--- config.mk ---
export PLATFORM = sky130hd
export DESIGN_NAME = standard_event_status_reg
export DESIGN_NICKNAME = d
export VERILOG_FILES = /design/src/hdl/std_event_pkg.sv /design/src/hdl/event_set_if.sv /design/src/hdl/event_latch.sv /design/src/hdl/standard_event_status_reg.sv
export VERILOG_INCLUDE_DIRS = /design/src /design/src/hdl
export SDC_FILE = /design/constraint.sdc
export NUM_CORES = 1
export LEC_CHECK = 0
export BUFFER_PORTS_ARGS = -buffer_cell sky130_fd_sc_hd__buf_2
export CAP_MARGIN = 20
export CELL_PAD_IN_SITES_DETAIL_PLACEMENT = 0
export CELL_PAD_IN_SITES_GLOBAL_PLACEMENT = 1
export CORE_UTILIZATION = 36
export DETAILED_ROUTE_END_ITERATION = 8
export HOLD_SLACK_MARGIN = 0.08
export PLACE_DENSITY_LB_ADDON = 0.1
export SLEW_MARGIN = 10
export SYNTH_ARGS = -nofsm -noshare
export SYNTH_HDL_FRONTEND = slang
export SYNTH_SLANG_ARGS = --single-unit
--- constraint.sdc ---
create_clock -name sys_clk -period 2.4 [get_ports sys_clk]
set_input_delay 0.36 -clock sys_clk [delete_from_list [all_inputs] [get_ports sys_clk]]
set_output_delay 0.36 -clock sys_clk [all_outputs]
set_load 0.01 [all_outputs]
--- src/hdl/std_event_params.svh ---
// Constants for the standard event status block
// Notes on behaviour
// - Bits 15 to 8 of the event register always read zero.
// - Bit 7 latches when supply cycled off and on since last read.
// - Bit 6, user request, is never set.
// - Bit 5 latches on any command processing error.
// - Bit 4 latches on any execution error.
// - Bit 3 latches on device dependent error, e.g. overrange.
// - Bit 2 latches on query error: empty read or lost output data.
// - Bit 1 latches while requesting to become active controller.
// - Bit 0 latches only on operation complete after an opc command.
// - Event query returns register value, 0 to 255, to output queue.
// - Answering the event query clears every event bit; a bit whose source fires in the query cycle stays set.
// - Eight bit enable mask; OR of enabled set bits is status bit 5.
// - Clear status command also clears the event register; a bit whose source fires in the same cycle stays set.
`ifndef STD_EVENT_PARAMS_SVH
`define STD_EVENT_PARAMS_SVH
`define EVT_REG_W      16
`define EVT_LIVE_W     8
`define BIT_POWER_ON   7
`define BIT_USER_REQ   6
`define BIT_CMD_ERR    5
`define BIT_EXE_ERR    4
`define BIT_DEV_ERR    3
`define BIT_QRY_ERR    2
`define BIT_REQ_CTL    1
`define BIT_OP_DONE    0
`define EVT_RESET      8'h00
`define MASK_RESET     8'h00
`define RESERVED_HI    8'h00
`endif

--- src/hdl/std_event_pkg.sv ---
// Types shared by the standard event status block
package std_event_pkg;
  typedef logic [7:0] event_byte_t;
  typedef logic [15:0] event_word_t;
  typedef enum logic [1:0] {
    ANS_IDLE = 2'b00,
    ANS_SEND = 2'b01
  } answer_state_t;
endpackage

--- src/hdl/event_set_if.sv ---
// Interface carrying event sources into the latch
`timescale 1ns/1ps
interface event_set_if;
  logic [7:0] set_bits;
  logic       clear;
  logic [7:0] latched;
  modport src (output set_bits, output clear, input latched);
  modport lat (input set_bits, input clear, output latched);
endinterface

--- src/hdl/event_latch.sv ---
// Sticky event latch, eight bits, set beats clear
`timescale 1ns/1ps
`include "std_event_params.svh"
module event_latch (
  input  wire logic   clk,
  input  wire logic   rst_n,
  event_set_if.lat    ev
);
  import std_event_pkg::*;
  event_byte_t latch_q;
  event_byte_t next_latch;

  // Set dominates clear so no event is dropped on a clearing read
  always_comb begin
    next_latch = latch_q;
    if (ev.clear) begin
      next_latch = `EVT_RESET;
    end
    next_latch = next_latch | ev.set_bits;
    next_latch[`BIT_USER_REQ] = 1'b0;
  end

  always_ff @(posedge clk or negedge rst_n) begin
    if (!rst_n) begin
      latch_q <= `EVT_RESET;
    end else begin
      latch_q <= next_latch;
    end
  end

  assign ev.latched = latch_q;

  AST_SET_WINS: assert property (@(posedge clk) disable iff (!rst_n)
    (ev.set_bits[`BIT_CMD_ERR]) |=> latch_q[`BIT_CMD_ERR])
    else $error("command error event lost");
  AST_HOLD: assert property (@(posedge clk) disable iff (!rst_n)
    (!ev.clear && latch_q[`BIT_EXE_ERR]) |=> latch_q[`BIT_EXE_ERR])
    else $error("latched bit dropped without clear");
  AST_USER_ZERO: assert property (@(posedge clk) disable iff (!rst_n)
    latch_q[`BIT_USER_REQ] == 1'b0)
    else $error("user request bit set");
endmodule

--- src/hdl/standard_event_status_reg.sv ---
// Standard event status register with query answer and enable mask
`timescale 1ns/1ps
`include "std_event_params.svh"
module standard_event_status_reg (
  input  wire logic                      sys_clk,
  input  wire logic                      rst_n,
  input  wire logic                      power_cycled,
  input  wire logic                      cmd_error,
  input  wire logic                      exec_error,
  input  wire logic                      dev_error,
  input  wire logic                      query_error,
  input  wire logic                      req_control,
  input  wire logic                      opc_armed,
  input  wire logic                      ops_done,
  input  wire logic                      esr_query,
  input  wire logic                      clear_status,
  input  wire logic                      mask_write,
  input  wire std_event_pkg::event_byte_t mask_wdata,
  input  wire logic                      mask_query,
  output logic                           answer_valid,
  output std_event_pkg::event_byte_t     answer_data,
  output std_event_pkg::event_word_t     event_word,
  output std_event_pkg::event_byte_t     enable_mask,
  output logic                           summary_bit
);
  import std_event_pkg::*;

  logic          rst_meta;
  logic          rst_sync;
  event_byte_t   next_mask;
  event_byte_t   ans_data_q;
  event_byte_t   next_ans_data;
  logic          ans_valid_q;
  logic          next_ans_valid;
  logic          opc_pending;
  logic          next_opc_pending;
  event_byte_t   sets;
  event_byte_t   mask_q;
  event_set_if   ev ();

  // Commands that expect a value back in the output queue
  function automatic logic wants_answer(input logic evt_q, input logic msk_q);
    return evt_q || msk_q;
  endfunction

  // Commands that wipe the event bits; set still wins in the latch
  function automatic logic clears_events(input logic evt_q, input logic cls);
    return evt_q || cls;
  endfunction

  // Reset release through two flops; assert is async
  always_ff @(posedge sys_clk or negedge rst_n) begin
    if (!rst_n) begin
      rst_meta <= 1'b0;
      rst_sync <= 1'b0;
    end else begin
      rst_meta <= 1'b1;
      rst_sync <= rst_meta;
    end
  end

  // Operation complete waits for an armed opc and finished operations
  always_comb begin
    next_opc_pending = opc_pending;
    if (opc_armed) begin
      next_opc_pending = 1'b1;
    end else if (opc_pending && ops_done) begin
      next_opc_pending = 1'b0;
    end
  end

  // Event sources mapped to their bit weights
  always_comb begin
    sets = `EVT_RESET;
    sets[`BIT_POWER_ON] = power_cycled;
    sets[`BIT_USER_REQ] = 1'b0;
    sets[`BIT_CMD_ERR]  = cmd_error;
    sets[`BIT_EXE_ERR]  = exec_error;
    sets[`BIT_DEV_ERR]  = dev_error;
    sets[`BIT_QRY_ERR]  = query_error;
    sets[`BIT_REQ_CTL]  = req_control;
    sets[`BIT_OP_DONE]  = opc_pending && ops_done && !opc_armed;
  end

  // Latch inputs: a read and a clear-status wipe alike
  assign ev.set_bits = sets;
  assign ev.clear    = clears_events(esr_query, clear_status);

  // Sticky bits sit apart so set-wins logic can be checked on its own
  event_latch u_latch (
    .clk   (sys_clk),
    .rst_n (rst_sync),
    .ev    (ev)
  );

  // Answer path: snapshot taken before the clear lands
  always_comb begin
    next_ans_valid = 1'b0;
    next_ans_data  = ans_data_q;
    if (esr_query) begin
      next_ans_valid = 1'b1;
      next_ans_data  = ev.latched;
    end else if (mask_query) begin
      next_ans_valid = 1'b1;
      next_ans_data  = mask_q;
    end
  end

  // Mask write; query of mask has no side effect
  always_comb begin
    next_mask = mask_q;
    if (mask_write) begin
      next_mask = mask_wdata;
    end
  end

  // State registers; synchronised reset keeps release off the raw pin
  always_ff @(posedge sys_clk or negedge rst_sync) begin
    if (!rst_sync) begin
      mask_q      <= `MASK_RESET;
      ans_data_q  <= `EVT_RESET;
      ans_valid_q <= 1'b0;
      opc_pending <= 1'b0;
    end else begin
      mask_q      <= next_mask;
      ans_data_q  <= next_ans_data;
      ans_valid_q <= next_ans_valid;
      opc_pending <= next_opc_pending;
    end
  end

  // Outputs; the summary is combinational so it tracks the latch at once
  assign answer_valid = ans_valid_q;
  assign answer_data  = ans_data_q;
  assign event_word   = {`RESERVED_HI, ev.latched};
  assign enable_mask  = mask_q;
  assign summary_bit  = |(ev.latched & mask_q);

  // Checks on the register, from its ports and from the latch and source signals inside it
  AST_RESERVED_ZERO: assert property (@(posedge sys_clk) disable iff (!rst_sync)
    event_word[`EVT_REG_W-1:`EVT_LIVE_W] == `RESERVED_HI)
    else $error("reserved bits nonzero");
  AST_QUERY_ANSWER: assert property (@(posedge sys_clk) disable iff (!rst_sync)
    esr_query |=> (answer_valid && answer_data == $past(ev.latched)))
    else $error("query answer wrong");
  AST_QUERY_CLEARS: assert property (@(posedge sys_clk) disable iff (!rst_sync)
    (esr_query && sets == 8'h00) |=> ev.latched == 8'h00)
    else $error("query did not clear");
  AST_CLS_CLEARS: assert property (@(posedge sys_clk) disable iff (!rst_sync)
    (clear_status && sets == 8'h00) |=> ev.latched == 8'h00)
    else $error("clear status did not clear");
  AST_SUMMARY: assert property (@(posedge sys_clk) disable iff (!rst_sync)
    summary_bit == ((ev.latched & mask_q) != 8'h00))
    else $error("summary mismatch");
  AST_POWER: assert property (@(posedge sys_clk) disable iff (!rst_sync)
    power_cycled |=> ev.latched[`BIT_POWER_ON])
    else $error("power on not latched");
  AST_OPC_ONLY: assert property (@(posedge sys_clk) disable iff (!rst_sync)
    (!$past(opc_pending) && !$past(ev.clear) && !$past(ev.latched[`BIT_OP_DONE]))
    |-> !ev.latched[`BIT_OP_DONE])
    else $error("opc bit without opc");
  AST_MASK: assert property (@(posedge sys_clk) disable iff (!rst_sync)
    mask_write |=> enable_mask == $past(mask_wdata))
    else $error("mask not written");

  // Each error source and the control request reach their latch bits one cycle later
  AST_CMD: assert property (@(posedge sys_clk) disable iff (!rst_sync)
    cmd_error |=> ev.latched[`BIT_CMD_ERR])
    else $error("command error not latched");
  AST_EXEC: assert property (@(posedge sys_clk) disable iff (!rst_sync)
    exec_error |=> ev.latched[`BIT_EXE_ERR])
    else $error("execution error not latched");
  AST_DEV: assert property (@(posedge sys_clk) disable iff (!rst_sync)
    dev_error |=> ev.latched[`BIT_DEV_ERR])
    else $error("device error not latched");
  AST_QUERY_ERR: assert property (@(posedge sys_clk) disable iff (!rst_sync)
    query_error |=> ev.latched[`BIT_QRY_ERR])
    else $error("query error not latched");
  AST_REQ_CTL: assert property (@(posedge sys_clk) disable iff (!rst_sync)
    req_control |=> ev.latched[`BIT_REQ_CTL])
    else $error("control request not latched");

  // Op complete needs an armed request, finished work and no new arm in that same cycle
  AST_OPC_SETS: assert property (@(posedge sys_clk) disable iff (!rst_sync)
    (opc_pending && ops_done && !opc_armed) |=> ev.latched[`BIT_OP_DONE])
    else $error("op complete not latched");
  AST_OPC_NEEDS_DONE: assert property (@(posedge sys_clk) disable iff (!rst_sync)
    (!ops_done && !ev.latched[`BIT_OP_DONE]) |=> !ev.latched[`BIT_OP_DONE])
    else $error("op complete set while work pending");

  // Answer strobe lasts one cycle; data must not drift between queries
  AST_ANSWER_PULSE: assert property (@(posedge sys_clk) disable iff (!rst_sync)
    !wants_answer(esr_query, mask_query) |=> !answer_valid)
    else $error("answer without a query");
  AST_ANSWER_HOLD: assert property (@(posedge sys_clk) disable iff (!rst_sync)
    !wants_answer(esr_query, mask_query) |=> $stable(answer_data))
    else $error("answer data moved without a query");
  AST_MASK_ANSWER: assert property (@(posedge sys_clk) disable iff (!rst_sync)
    (mask_query && !esr_query) |=> (answer_valid && answer_data == $past(enable_mask)))
    else $error("mask answer wrong");

  // Mask changes only on a write; a clearing query drops the summary
  AST_MASK_STABLE: assert property (@(posedge sys_clk) disable iff (!rst_sync)
    !mask_write |=> $stable(enable_mask))
    else $error("mask changed without a write");
  AST_SUMMARY_CLEAR: assert property (@(posedge sys_clk) disable iff (!rst_sync)
    (esr_query && sets == `EVT_RESET) |=> !summary_bit)
    else $error("summary left set after query");

  // Per bit: only a clear takes a bit down, only its source puts it up
  for (genvar b = 0; b < `EVT_LIVE_W; b++) begin : g_bit_check
    AST_BIT_HOLD: assert property (@(posedge sys_clk) disable iff (!rst_sync)
      (ev.latched[b] && !ev.clear) |=> ev.latched[b])
      else $error("event bit dropped without a clear");
    AST_BIT_NO_SPUR: assert property (@(posedge sys_clk) disable iff (!rst_sync)
      (!ev.latched[b] && !ev.set_bits[b]) |=> !ev.latched[b])
      else $error("event bit set without its source");
  end

  // Scenarios worth seeing: reads, races with a clear, op complete
  COV_QUERY: cover property (@(posedge sys_clk) esr_query && ev.latched != 8'h00);
  COV_SUMMARY: cover property (@(posedge sys_clk) $rose(summary_bit));
  COV_RACE: cover property (@(posedge sys_clk) esr_query && cmd_error);
  COV_CLS_RACE: cover property (@(posedge sys_clk) clear_status && ev.set_bits != `EVT_RESET);
  COV_OPC: cover property (@(posedge sys_clk) $rose(ev.latched[`BIT_OP_DONE]));
endmodule

Word level (Yosys, flattened, before mapping)
Cells that the tools add are included.
{ "totals": {"reg_bits": 27, "input_bits": 22, "output_inout_bits": 34} }
{ "op_classes": {"n_mux": 7, "bitwise": 2, "n_reduce_logical": 7} }
{ "op_table": {"columns": ["op", "count"], "rows": [
  ["8-bit two-way mux", 3],
  ["8-bit bitwise AND", 1],
  ["8-bit OR", 1],
  ["8-bit OR reduction", 1],
  ["1-bit two-way mux", 4],
  ["2-bit nonzero test", 2],
  ["1-bit logical AND", 2],
  ["1-bit logical NOT", 1],
  ["1-bit logical OR", 1]
]} }

Longest topological paths before layout
Gate-level depths: netlist of run 1.
{ "logic_depth": {"depth_word": 3, "depth_mapped": 3, "mapped_depth_nobuf": 2} }

Cells and area by module
A second synthesis of run 1 with hierarchy kept.
{ "hier_totals": {"hier_cells": 93, "area_unflattened_um2": 1152.4} }
{ "by_module_without_submodules": {"columns": ["module", "n_inst", "cells_per_inst", "area_per_inst_um2"], "rows": [
  ["standard_event_status_reg", 1, 76, 909.6],
  ["event_latch", 1, 17, 242.7]
]} }

Worst setup path before layout of run 1
OpenSTA, ideal clock, no wires.
{ "synth_timing": {"path_kind": "reg-to-output", "startpoint": "register mask_q[7] (netlist: enable_mask[7])", "endpoint": "output summary_bit", "t_arrival_ps": 901, "t_required_ps": 2040, "setup_slack_ps": 1139, "path_stages_with_launch": 3, "n_path_buf": 0, "path_cell_list": "dfrtp_1 > a222oi_1 > nand3_1"} }
{ "synth_between": {"elab_chain_cells": 2} }
{ "synth_rtl": {"columns": ["element", "line", "rtl"], "rows": [
  ["start, declared", "standard_event_status_reg.sv:38", "event_byte_t mask_q;"],
  ["start signal, assigned", "standard_event_status_reg.sv:120", "mask_q <= `MASK_RESET;"],
  ["start signal, assigned", "standard_event_status_reg.sv:125", "mask_q <= next_mask;"],
  ["8-bit bitwise AND", "standard_event_status_reg.sv:137", "assign summary_bit = |(ev.latched & mask_q);"],
  ["8-bit OR reduction", "standard_event_status_reg.sv:137", null],
  ["end, declared", "standard_event_status_reg.sv:24", "output logic summary_bit"]
]} }
Every way passes these cells.

Worst setup path after layout of run 1
Same ends and word-level chain as after synthesis.

==> results.txt, run 1 <==
The run finished with clean final reports. The initial cell density of the core is 39.4%, and the number of cells on the worst reg-to-reg path is 1. The number of global-route vias before repair came out at 794.

Setup repair after global routing left no endpoint under its margin. The start of the worst register-to-register path was enable_mask[3]. Worst reg2reg path endpoint: enable_mask[3]. Compared with the post-synthesis result, the final layout area differs by 23.4%. The power per cell area is 626 nW/um^2, and the share of cells above drive strength 1 is 45.6%. For this run, the number of Yosys warnings is 0.

In this run the tool buffered the top-level ports with 46 buffer cells. The first global-routing pass estimated 3.53 mm of wire. The worst setup path is launched from a flip-flop.

The synthesized netlist occupies a cell area of 1130 um^2. Once the clock tree was built, the setup fixing pass inserted 0 buffers. The start point of the worst min-delay path is opc_armed. Number of buffers on the longest clock path: 2. For this run, design rule violations remaining after detail routing come to 0. Summed over all nets, the half-perimeter wirelength after detailed placement is 1.63 mm. OpenSTA, run right after detailed placement, puts the worst setup slack at 0.948 ns. The count of pins on the block boundary was 56.

Setup total negative slack on the finished layout was measured at 0 ns. The average vias per placed instance is 4.54, and the post-route minimum period is 1.79 ns. Die footprint: 3370 um^2. The clock tree root buffer cell is sky130_fd_sc_hd__clkbuf_4. A synthesized cell averages 12.9 um^2. Of the total synthesized cell area, the portion taken by full adders, half adders and majority gates is 0%. Power comes to 875 uW.

Clock skew on the completed layout was measured at 0.00570 ns. In this run the vertical extent of the chip is 58.1 um. Setup slack on the worst reg-to-reg path comes out at 1.59 ns. The final antenna diode count came out at 0. The sequential element share of the synthesized area is 59.7%. The combinational family with the most area after synthesis was multiplexers. For the global router's overall resource usage, the log shows 14.0%. The placeable core region was 2880 um^2. The simple logic cell fraction of the synthesized area came out at 5.19%. Critical path endpoint category: a primary output.

Capture endpoint of the worst hold path: u_latch.ev.latched[0]. The required time at the worst-slack endpoint is 2.04 ns. The number of violations reported at the end of detailed-routing iteration 0 came out at 15.

For this run, the detailed router's first-pass iteration total came to 4. The leakage power is 0.726 nW. TritonCTS created 3 clock buffers. Of all nets on the critical path, the largest fanout is 4. VDD sags by at most 0.376 mV.

The CTS sink count was 27; the area share of xor/xnor cells in the synthesized design was 0%. Synthesis produced 88 cells. In the final design database the tool counted 159 nets.

The clock reaches the later pin of the worst-skew pair after 0.32 ns. For this run the aggregate overflow at the end of global routing stands at 0. Path type of the worst min-delay path: input port to flip-flop. After detailed routing, the average wire length per cell comes to 12.0 um.

For this block, the routed nets add up to 2.14 mm of wire. The initial antenna violation count came out at 0. The run gives 0.557 GHz as the highest clock rate. Measured against the total synthesized area, the mux share comes to 15.0%. The start-to-end type of the worst setup path is flip-flop to primary output. Clock-pin slew was measured on the worst setup and hold paths at 0.14 ns. After synthesis, the netlist uses 19 different library cells. Counting instances, the worst hold path has a depth of 2. For the number of slew-limit violations in the final report, the log shows 0.

Worst setup path startpoint: enable_mask[7]. Summing over every cut layer, the via total after detailed routing is 808. Post-route worst setup slack: 0.606 ns. The run gives 0 as the hold violation total from the final report.

The post-layout utilization of the core was 48.6%; the arrival time of data at the critical path endpoint was 1.43 ns. Setup violations remaining at the end of the flow were counted as 0. At the end of routability-driven placement, the weighted congestion stood at 0.708.

The count of nets left with antenna violations once routing finished came out at 0. The tools report the standard-cell row count as 19. TritonCTS built the clock tree.

The tool flagged a number of max-cap violations equal to 0. Entering global routing, the biggest net connects 26 pins. Counting flops and latches in the post-synthesis netlist gives 27. The synthesized netlist devotes 10.7% of its cell area to compound gates. The tools report the deepest level of the CTS H-tree as 1. The final critical path takes up 74.8% of the cycle. The floorplan die width was 58.1 um.
==> logic make-up (layout without fill, tap and decap cells) <==
| group | count (synthesis) | after routing |
|---|---|---|
| DFF | 27 | 27 |
| AOI/OAI and AO/OA | 18 | 18 |
| muxes | 16 | 16 |
| buffers and inverters | 13 | 53 |
| and+or+nand+nor | 12 | 12 |
| other | 2 | 10 |
==> flip-flops by register name, indices dropped and copies added (netlist names) <==
name and flops:
answer_data 8, answer_valid 1, enable_mask 8, opc_pending 1, rst_meta 1, rst_sync 1
u_latch.ev.latched 7
==> Yosys cell counts, drive strengths merged <==
cell | number | area, um^2
a21o | 7 | 52.6
nand2 | 8 | 32.5
mux2i | 8 | 80.1
dfrtp | 27 | 676
a22oi | 2 | 15.0
o21ai | 7 | 35.0
a222oi | 1 | 10.0
o2bb2ai | 1 | 8.76
mux2 | 8 | 90.1
nand3 | 1 | 5.00
buf | 12 | 95.1
conb | 2 | 7.51
nor2 | 2 | 15.0
inv | 1 | 3.75
or2 | 1 | 6.26
==> layer usage <==
| layer | track usage, % | wire, um | vias to the layer above |
|---|---|---|---|
| met5 | 0 | 0 | - |
| met2 | 22.8 | 964 | 39 |
| met1 | 18.1 | 1000 | 383 |
| li1 | - | - | 382 |
| met3 | 2.68 | 135 | 4 |
| met4 | 6.12 | 36 | 0 |
==> worst max-delay path: stages (launching register included) <==
cell and delay (ns):
sky130_fd_sc_hd__dfrtp_1 0.43, sky130_fd_sc_hd__a222oi_1 0.40, sky130_fd_sc_hd__nand3_1 0.13, sky130_fd_sc_hd__buf_2 0.16
==> stage by stage <==
stage	cells	cell area [um^2]	hold slack, ns
finish	178	1400	0.198
global route	178	1400	0.184
CTS	178	1400	0.184
detailed placement	173	1360	0.148
global placement	173	1360	0.145
floorplan	96	1160	0.0644
==> worst max path at each step <==
stage,cells past startpoint,endpoint,slack (ns)
after floorplan,2,summary_bit,1.14
after CTS,3,summary_bit,0.56
after detailed placement,3,summary_bit,0.95
after global routing,3,summary_bit,0.50
after global placement,3,summary_bit,0.97
final,3,summary_bit,0.61
==> power by group <==
| part | switching [mW] | leakage (nW) | internal (mW) | total (mW) |
|---|---|---|---|---|
| clock network | 0.131 | 0.0139 | 0.0637 | 0.195 |
| registers | 0.0296 | 0.316 | 0.494 | 0.524 |
| logic | 0.0812 | 0.396 | 0.0749 | 0.156 |
| total | 0.242 | 0.726 | 0.633 | 0.875 |
==> placed cells by master, fill, tap and decap left out <==
master	netlist	layout
sky130_fd_sc_hd__buf_2	1	46
sky130_fd_sc_hd__dfrtp_1	27	27
sky130_fd_sc_hd__conb_1	2	10
sky130_fd_sc_hd__mux2i_1	8	8
sky130_fd_sc_hd__mux2_2	8	8
sky130_fd_sc_hd__a21o_1	7	7
sky130_fd_sc_hd__nand2_1	7	7
sky130_fd_sc_hd__o21ai_0	7	7
sky130_fd_sc_hd__clkbuf_4	0	3
sky130_fd_sc_hd__a22oi_1	2	2
sky130_fd_sc_hd__nor2_4	1	1
sky130_fd_sc_hd__o2bb2ai_1	1	1
sky130_fd_sc_hd__or2_2	1	1
sky130_fd_sc_hd__a222oi_1	1	1
sky130_fd_sc_hd__nand3_1	1	1
sky130_fd_sc_hd__nor2_1	1	1
sky130_fd_sc_hd__nand2_2	1	1
sky130_fd_sc_hd__inv_1	1	1
sky130_fd_sc_hd__clkinvlp_4	0	1
sky130_fd_sc_hd__dlygate4sd3_1	0	1
sky130_fd_sc_hd__buf_4	9	1
==> area by class of cell <==
type	count	area, um^2
fillers	292	1480
flip-flops and latches	27	676
multi-input cells	56	388
repair buffers	48	248
well taps	42	52.6
clock buffers	3	22.5
clock inverters	1	7.51
inverters	1	3.75
==> timing repair <==
item	in CTS	in global routing
gates resized for setup	0	0
endpoints found under the hold margin	2	0
hold buffers	1	0
Power figures use the tool's default switching activity.
==> run 2, diff against run 1 <==
--- a/config.mk
+++ b/config.mk
@@ -6,11 +6,12 @@
 export SDC_FILE = /design/constraint.sdc
 export NUM_CORES = 1
 export LEC_CHECK = 0
+export ABC_AREA = 1
 export BUFFER_PORTS_ARGS = -buffer_cell sky130_fd_sc_hd__buf_2
 export CAP_MARGIN = 20
 export CELL_PAD_IN_SITES_DETAIL_PLACEMENT = 0
 export CELL_PAD_IN_SITES_GLOBAL_PLACEMENT = 1
-export CORE_UTILIZATION = 36
+export CORE_UTILIZATION = 30
 export DETAILED_ROUTE_END_ITERATION = 8
 export HOLD_SLACK_MARGIN = 0.08
 export PLACE_DENSITY_LB_ADDON = 0.1
==> constraint.sdc (replaced) <==
create_clock -name sys_clk -period 1.65 [get_ports sys_clk]
set_input_delay 0.2475 -clock sys_clk [delete_from_list [all_inputs] [get_ports sys_clk]]
set_output_delay 0.2475 -clock sys_clk [all_outputs]
set_load 0.01 [all_outputs]
==> results.txt, run 2 <==
The hold violation total from the final report was 0. The growth of design area from synthesis to finish was 23.2%. The top cell types in the final layout, fill and taps aside, are sky130_fd_sc_hd__buf_2, sky130_fd_sc_hd__nand2_1, sky130_fd_sc_hd__dfrtp_1. Max-cap violations in this run came to 0.

The mean instance size in the synthesized netlist came out at 9.29 um^2. After clock tree synthesis, the clock-pin slew on the worst setup and hold paths is 0.09 ns. The sequential element share of the synthesized area was 54.7%; the deepest level of the CTS H-tree was 1. The min-delay analysis places its worst path in the category input port to flip-flop. The logs give 26 for the pin count of the biggest net entering global routing and 0 for the total of warnings raised by yosys.

Global routing used 13.3% of the available tracks across all layers. Across all register-to-register paths, the minimum setup slack is 0.92 ns. The required time at the worst-slack endpoint was 1.40 ns. For the final routed database, the setup TNS stands at 0 ns. STA classifies the critical path startpoint as a flip-flop. The initial antenna violation count came out at 0. The worst setup path is captured at a primary output. After detailed placement, the design holds a cell count of 224. The share of cells above drive strength 1 was 33.1%. The share of the clock period used by the worst path came out at 84.1%. The total area inside the core boundary comes to 3800 um^2. The tools report the number of slew-limit violations in the final report as 0. The number of flip-flops and latches in the synthesized netlist works out to 27. The start-to-end type of the worst setup path is flip-flop to primary output. The tools report the initial cell density of the core as 32.5%.

The post-synthesis async set-or-reset flop share works out to 100%. Of the post-synthesis cell area, the dominant cell type holds 54.7%. Height of the die: 66.2 um.

The routed via count is 921. The initialized floorplan defines 22 standard-cell rows. Counting every sink on the clock net gives 27.

The run gives 29 as the number of violations reported at the end of detailed-routing iteration 0. The placed wire-length estimate came out at 1.97 mm. Once detail routing completed, the nets flagged for antenna violations numbered 0.

Clock tree synthesis selected as its root buffer the cell sky130_fd_sc_hd__clkbuf_8. Static timing analysis puts the maximum clock frequency at 0.720 GHz. For this run the aggregate overflow at the end of global routing stands at 0. The number of remaining DRC errors was 0; the post-route minimum period was 1.39 ns. For the final database, setup skew stands at 0.00272 ns. The CTS buffer count was 3. The prevailing post-synth register cell is sky130_fd_sc_hd__dfrtp_1. The tools report the number of buffers on the longest clock path as 2. The number of global-route vias before repair was 872; the final net count was 204.

The cell area that synthesis handed to floorplanning was 1230 um^2. The cell occurring most often along the worst timing path was sky130_fd_sc_hd__nand2_1. The power per cell area works out to 897 nW/um^2. On the critical path, the stage with the largest delay is an instance of sky130_fd_sc_hd__dfrtp_1. Setup repair after global routing left no endpoint under its margin.

The weighted congestion reported at the end of routability-driven placement is 0.744, and the final antenna diode count is 0. The run gives 229 as the final instance count without filler cells. The run finished with clean final reports. Counting instances in the post-synthesis netlist gives the leading cell types as sky130_fd_sc_hd__nand2_1, sky130_fd_sc_hd__dfrtp_1, sky130_fd_sc_hd__inv_1.

The number of enable-type register cells in the synthesized netlist was 0. Yosys mapped the design onto 13 distinct sky130hd cell types. The longest individual stage delay on the worst path was 0.44 ns; the worst-case hold slack was 0.172 ns. During I/O placement, the number of pins put on the boundary was 56. The synthesized design spends more area on one cell type than any other, namely sky130_fd_sc_hd__dfrtp_1. The later pin in the worst-skew pair is clocked with a latency of 0.27 ns.

The average wire length per cell after detail routing was 11.1 um; the floorplan die width was 66.2 um. The first detailed-routing pass ran for 3 iterations. The analysis attributes to cell leakage a power of 0.861 nW. Setup violations remaining at the end of the flow were counted as 0. The average vias per placed instance is 4.02. The placed instances occupy a cell area of 1470 um^2. The number of input and output port buffers inserted works out to 46.

By area the synthesized netlist is led by sky130_fd_sc_hd__dfrtp_1, sky130_fd_sc_hd__nand2_1, sky130_fd_sc_hd__nand3_1, sky130_fd_sc_hd__buf_4, sky130_fd_sc_hd__inv_1. IR analysis of the VDD net gives a maximum drop of 0.272 mV. For the arrival time of data at the critical path endpoint, the log shows 1.14 ns. The cell area after layout was 1520 um^2; the peak fanout along the critical path was 4.

Yosys instantiated no cell more often than sky130_fd_sc_hd__nand2_1. The signal on the critical path passes through nand2_1 -> nand2_1 -> nor2_1 -> nand2_1 -> buf_2. The library cell used most frequently in the layout, excluding fill and tap cells, is sky130_fd_sc_hd__buf_2.

TritonCTS built the clock tree. The synthesized netlist cell count was 133; the post-detailed-routing wire length was 2.53 mm. The die covers 4380 um^2. The run gives 4.27 mm as the first-pass GRT wire length. The post-CTS setup-driven buffer insertion count was 0.
run 2: cell types whose count changed after synthesis, moves of 2 or more:
cell and delta:
sky130_fd_sc_hd__o21bai_2 +6, sky130_fd_sc_hd__nand3_1 +16, sky130_fd_sc_hd__o21ai_0 +2, sky130_fd_sc_hd__a22oi_1 -2, sky130_fd_sc_hd__a21o_1 -7, sky130_fd_sc_hd__inv_1 +18
sky130_fd_sc_hd__mux2i_1 -8, sky130_fd_sc_hd__mux2_2 -8, sky130_fd_sc_hd__nand2_1 +29
run 2: logic make-up (layout without fill, tap and decap cells):
logic type / count (synthesis) / count (layout) / synth area share (%)
AND/OR/NAND/NOR: 57 / 57 / 21.0
flip-flops: 27 / 27 / 54.7
AO/OA/AOI/OAI: 15 / 15 / 9.12
other: 2 / 10 / 0.608
buffers and inverters: 32 / 72 / 14.6
run 2: metal layers:
metal | track usage [%] | vias to the layer above | wire length (um)
met5 | 0 | - | 0
met4 | 6.38 | 0 | 23
met3 | 2.24 | 2 | 109
met2 | 19.8 | 27 | 1160
met1 | 18.6 | 402 | 1240
li1 | - | 490 | -
run 2: area by class of cell:
class                   instances  area [um^2]
fillers                       408         2280
flip-flops and latches         27          676
multi-input cells              82          409
repair buffers                 48          248
inverters                      20         82.6
well taps                      48         60.1
clock buffers                   3         41.3
clock inverters                 1         5.00
run 2: timing repair:
item                      CTS  global route
hold buffers                1             0
resized for setup           0             0
hold endpoints to repair    2             0
run 2: stage by stage:
stage / util (%) / worst slack, ns / power [mW]
2_1_floorplan: - / 0.695 / 0.923
3_3_place_gp: 38.6 / 0.564 / 1.01
3_5_place_dp: 38.6 / 0.560 / 1.01
4_1_cts: 40.1 / 0.235 / 1.40
5_1_grt: 40.1 / 0.134 / 1.47
6_report: 40.1 / 0.262 / 1.36
run 2: worst paths after layout:
check / from / to / depth (start not counted)
min: dev_error / u_latch.ev.latched[3] / 2
min in group asynchronous: rst_sync / enable_mask[3] / 1
max in group asynchronous: rst_sync / enable_mask[1] / 1
max: enable_mask[5] / summary_bit / 5
min reg2reg: rst_sync / enable_mask[3] / 1
max reg2reg: enable_mask[1] / answer_data[1] / 2
run 2: critical path: cells and delay by family (launching register included):
kind / cells / cell delay (ns)
buffers and inverters: 1 / 0.13
DFF: 1 / 0.44
and+or+nand+nor: 4 / 0.31
run 2: power breakdown:
group	leakage [nW]	switching (mW)	total, mW	internal [mW]
logic	0.515	0.138	0.236	0.0981
clock network	0.0255	0.199	0.367	0.169
registers	0.320	0.0451	0.761	0.716
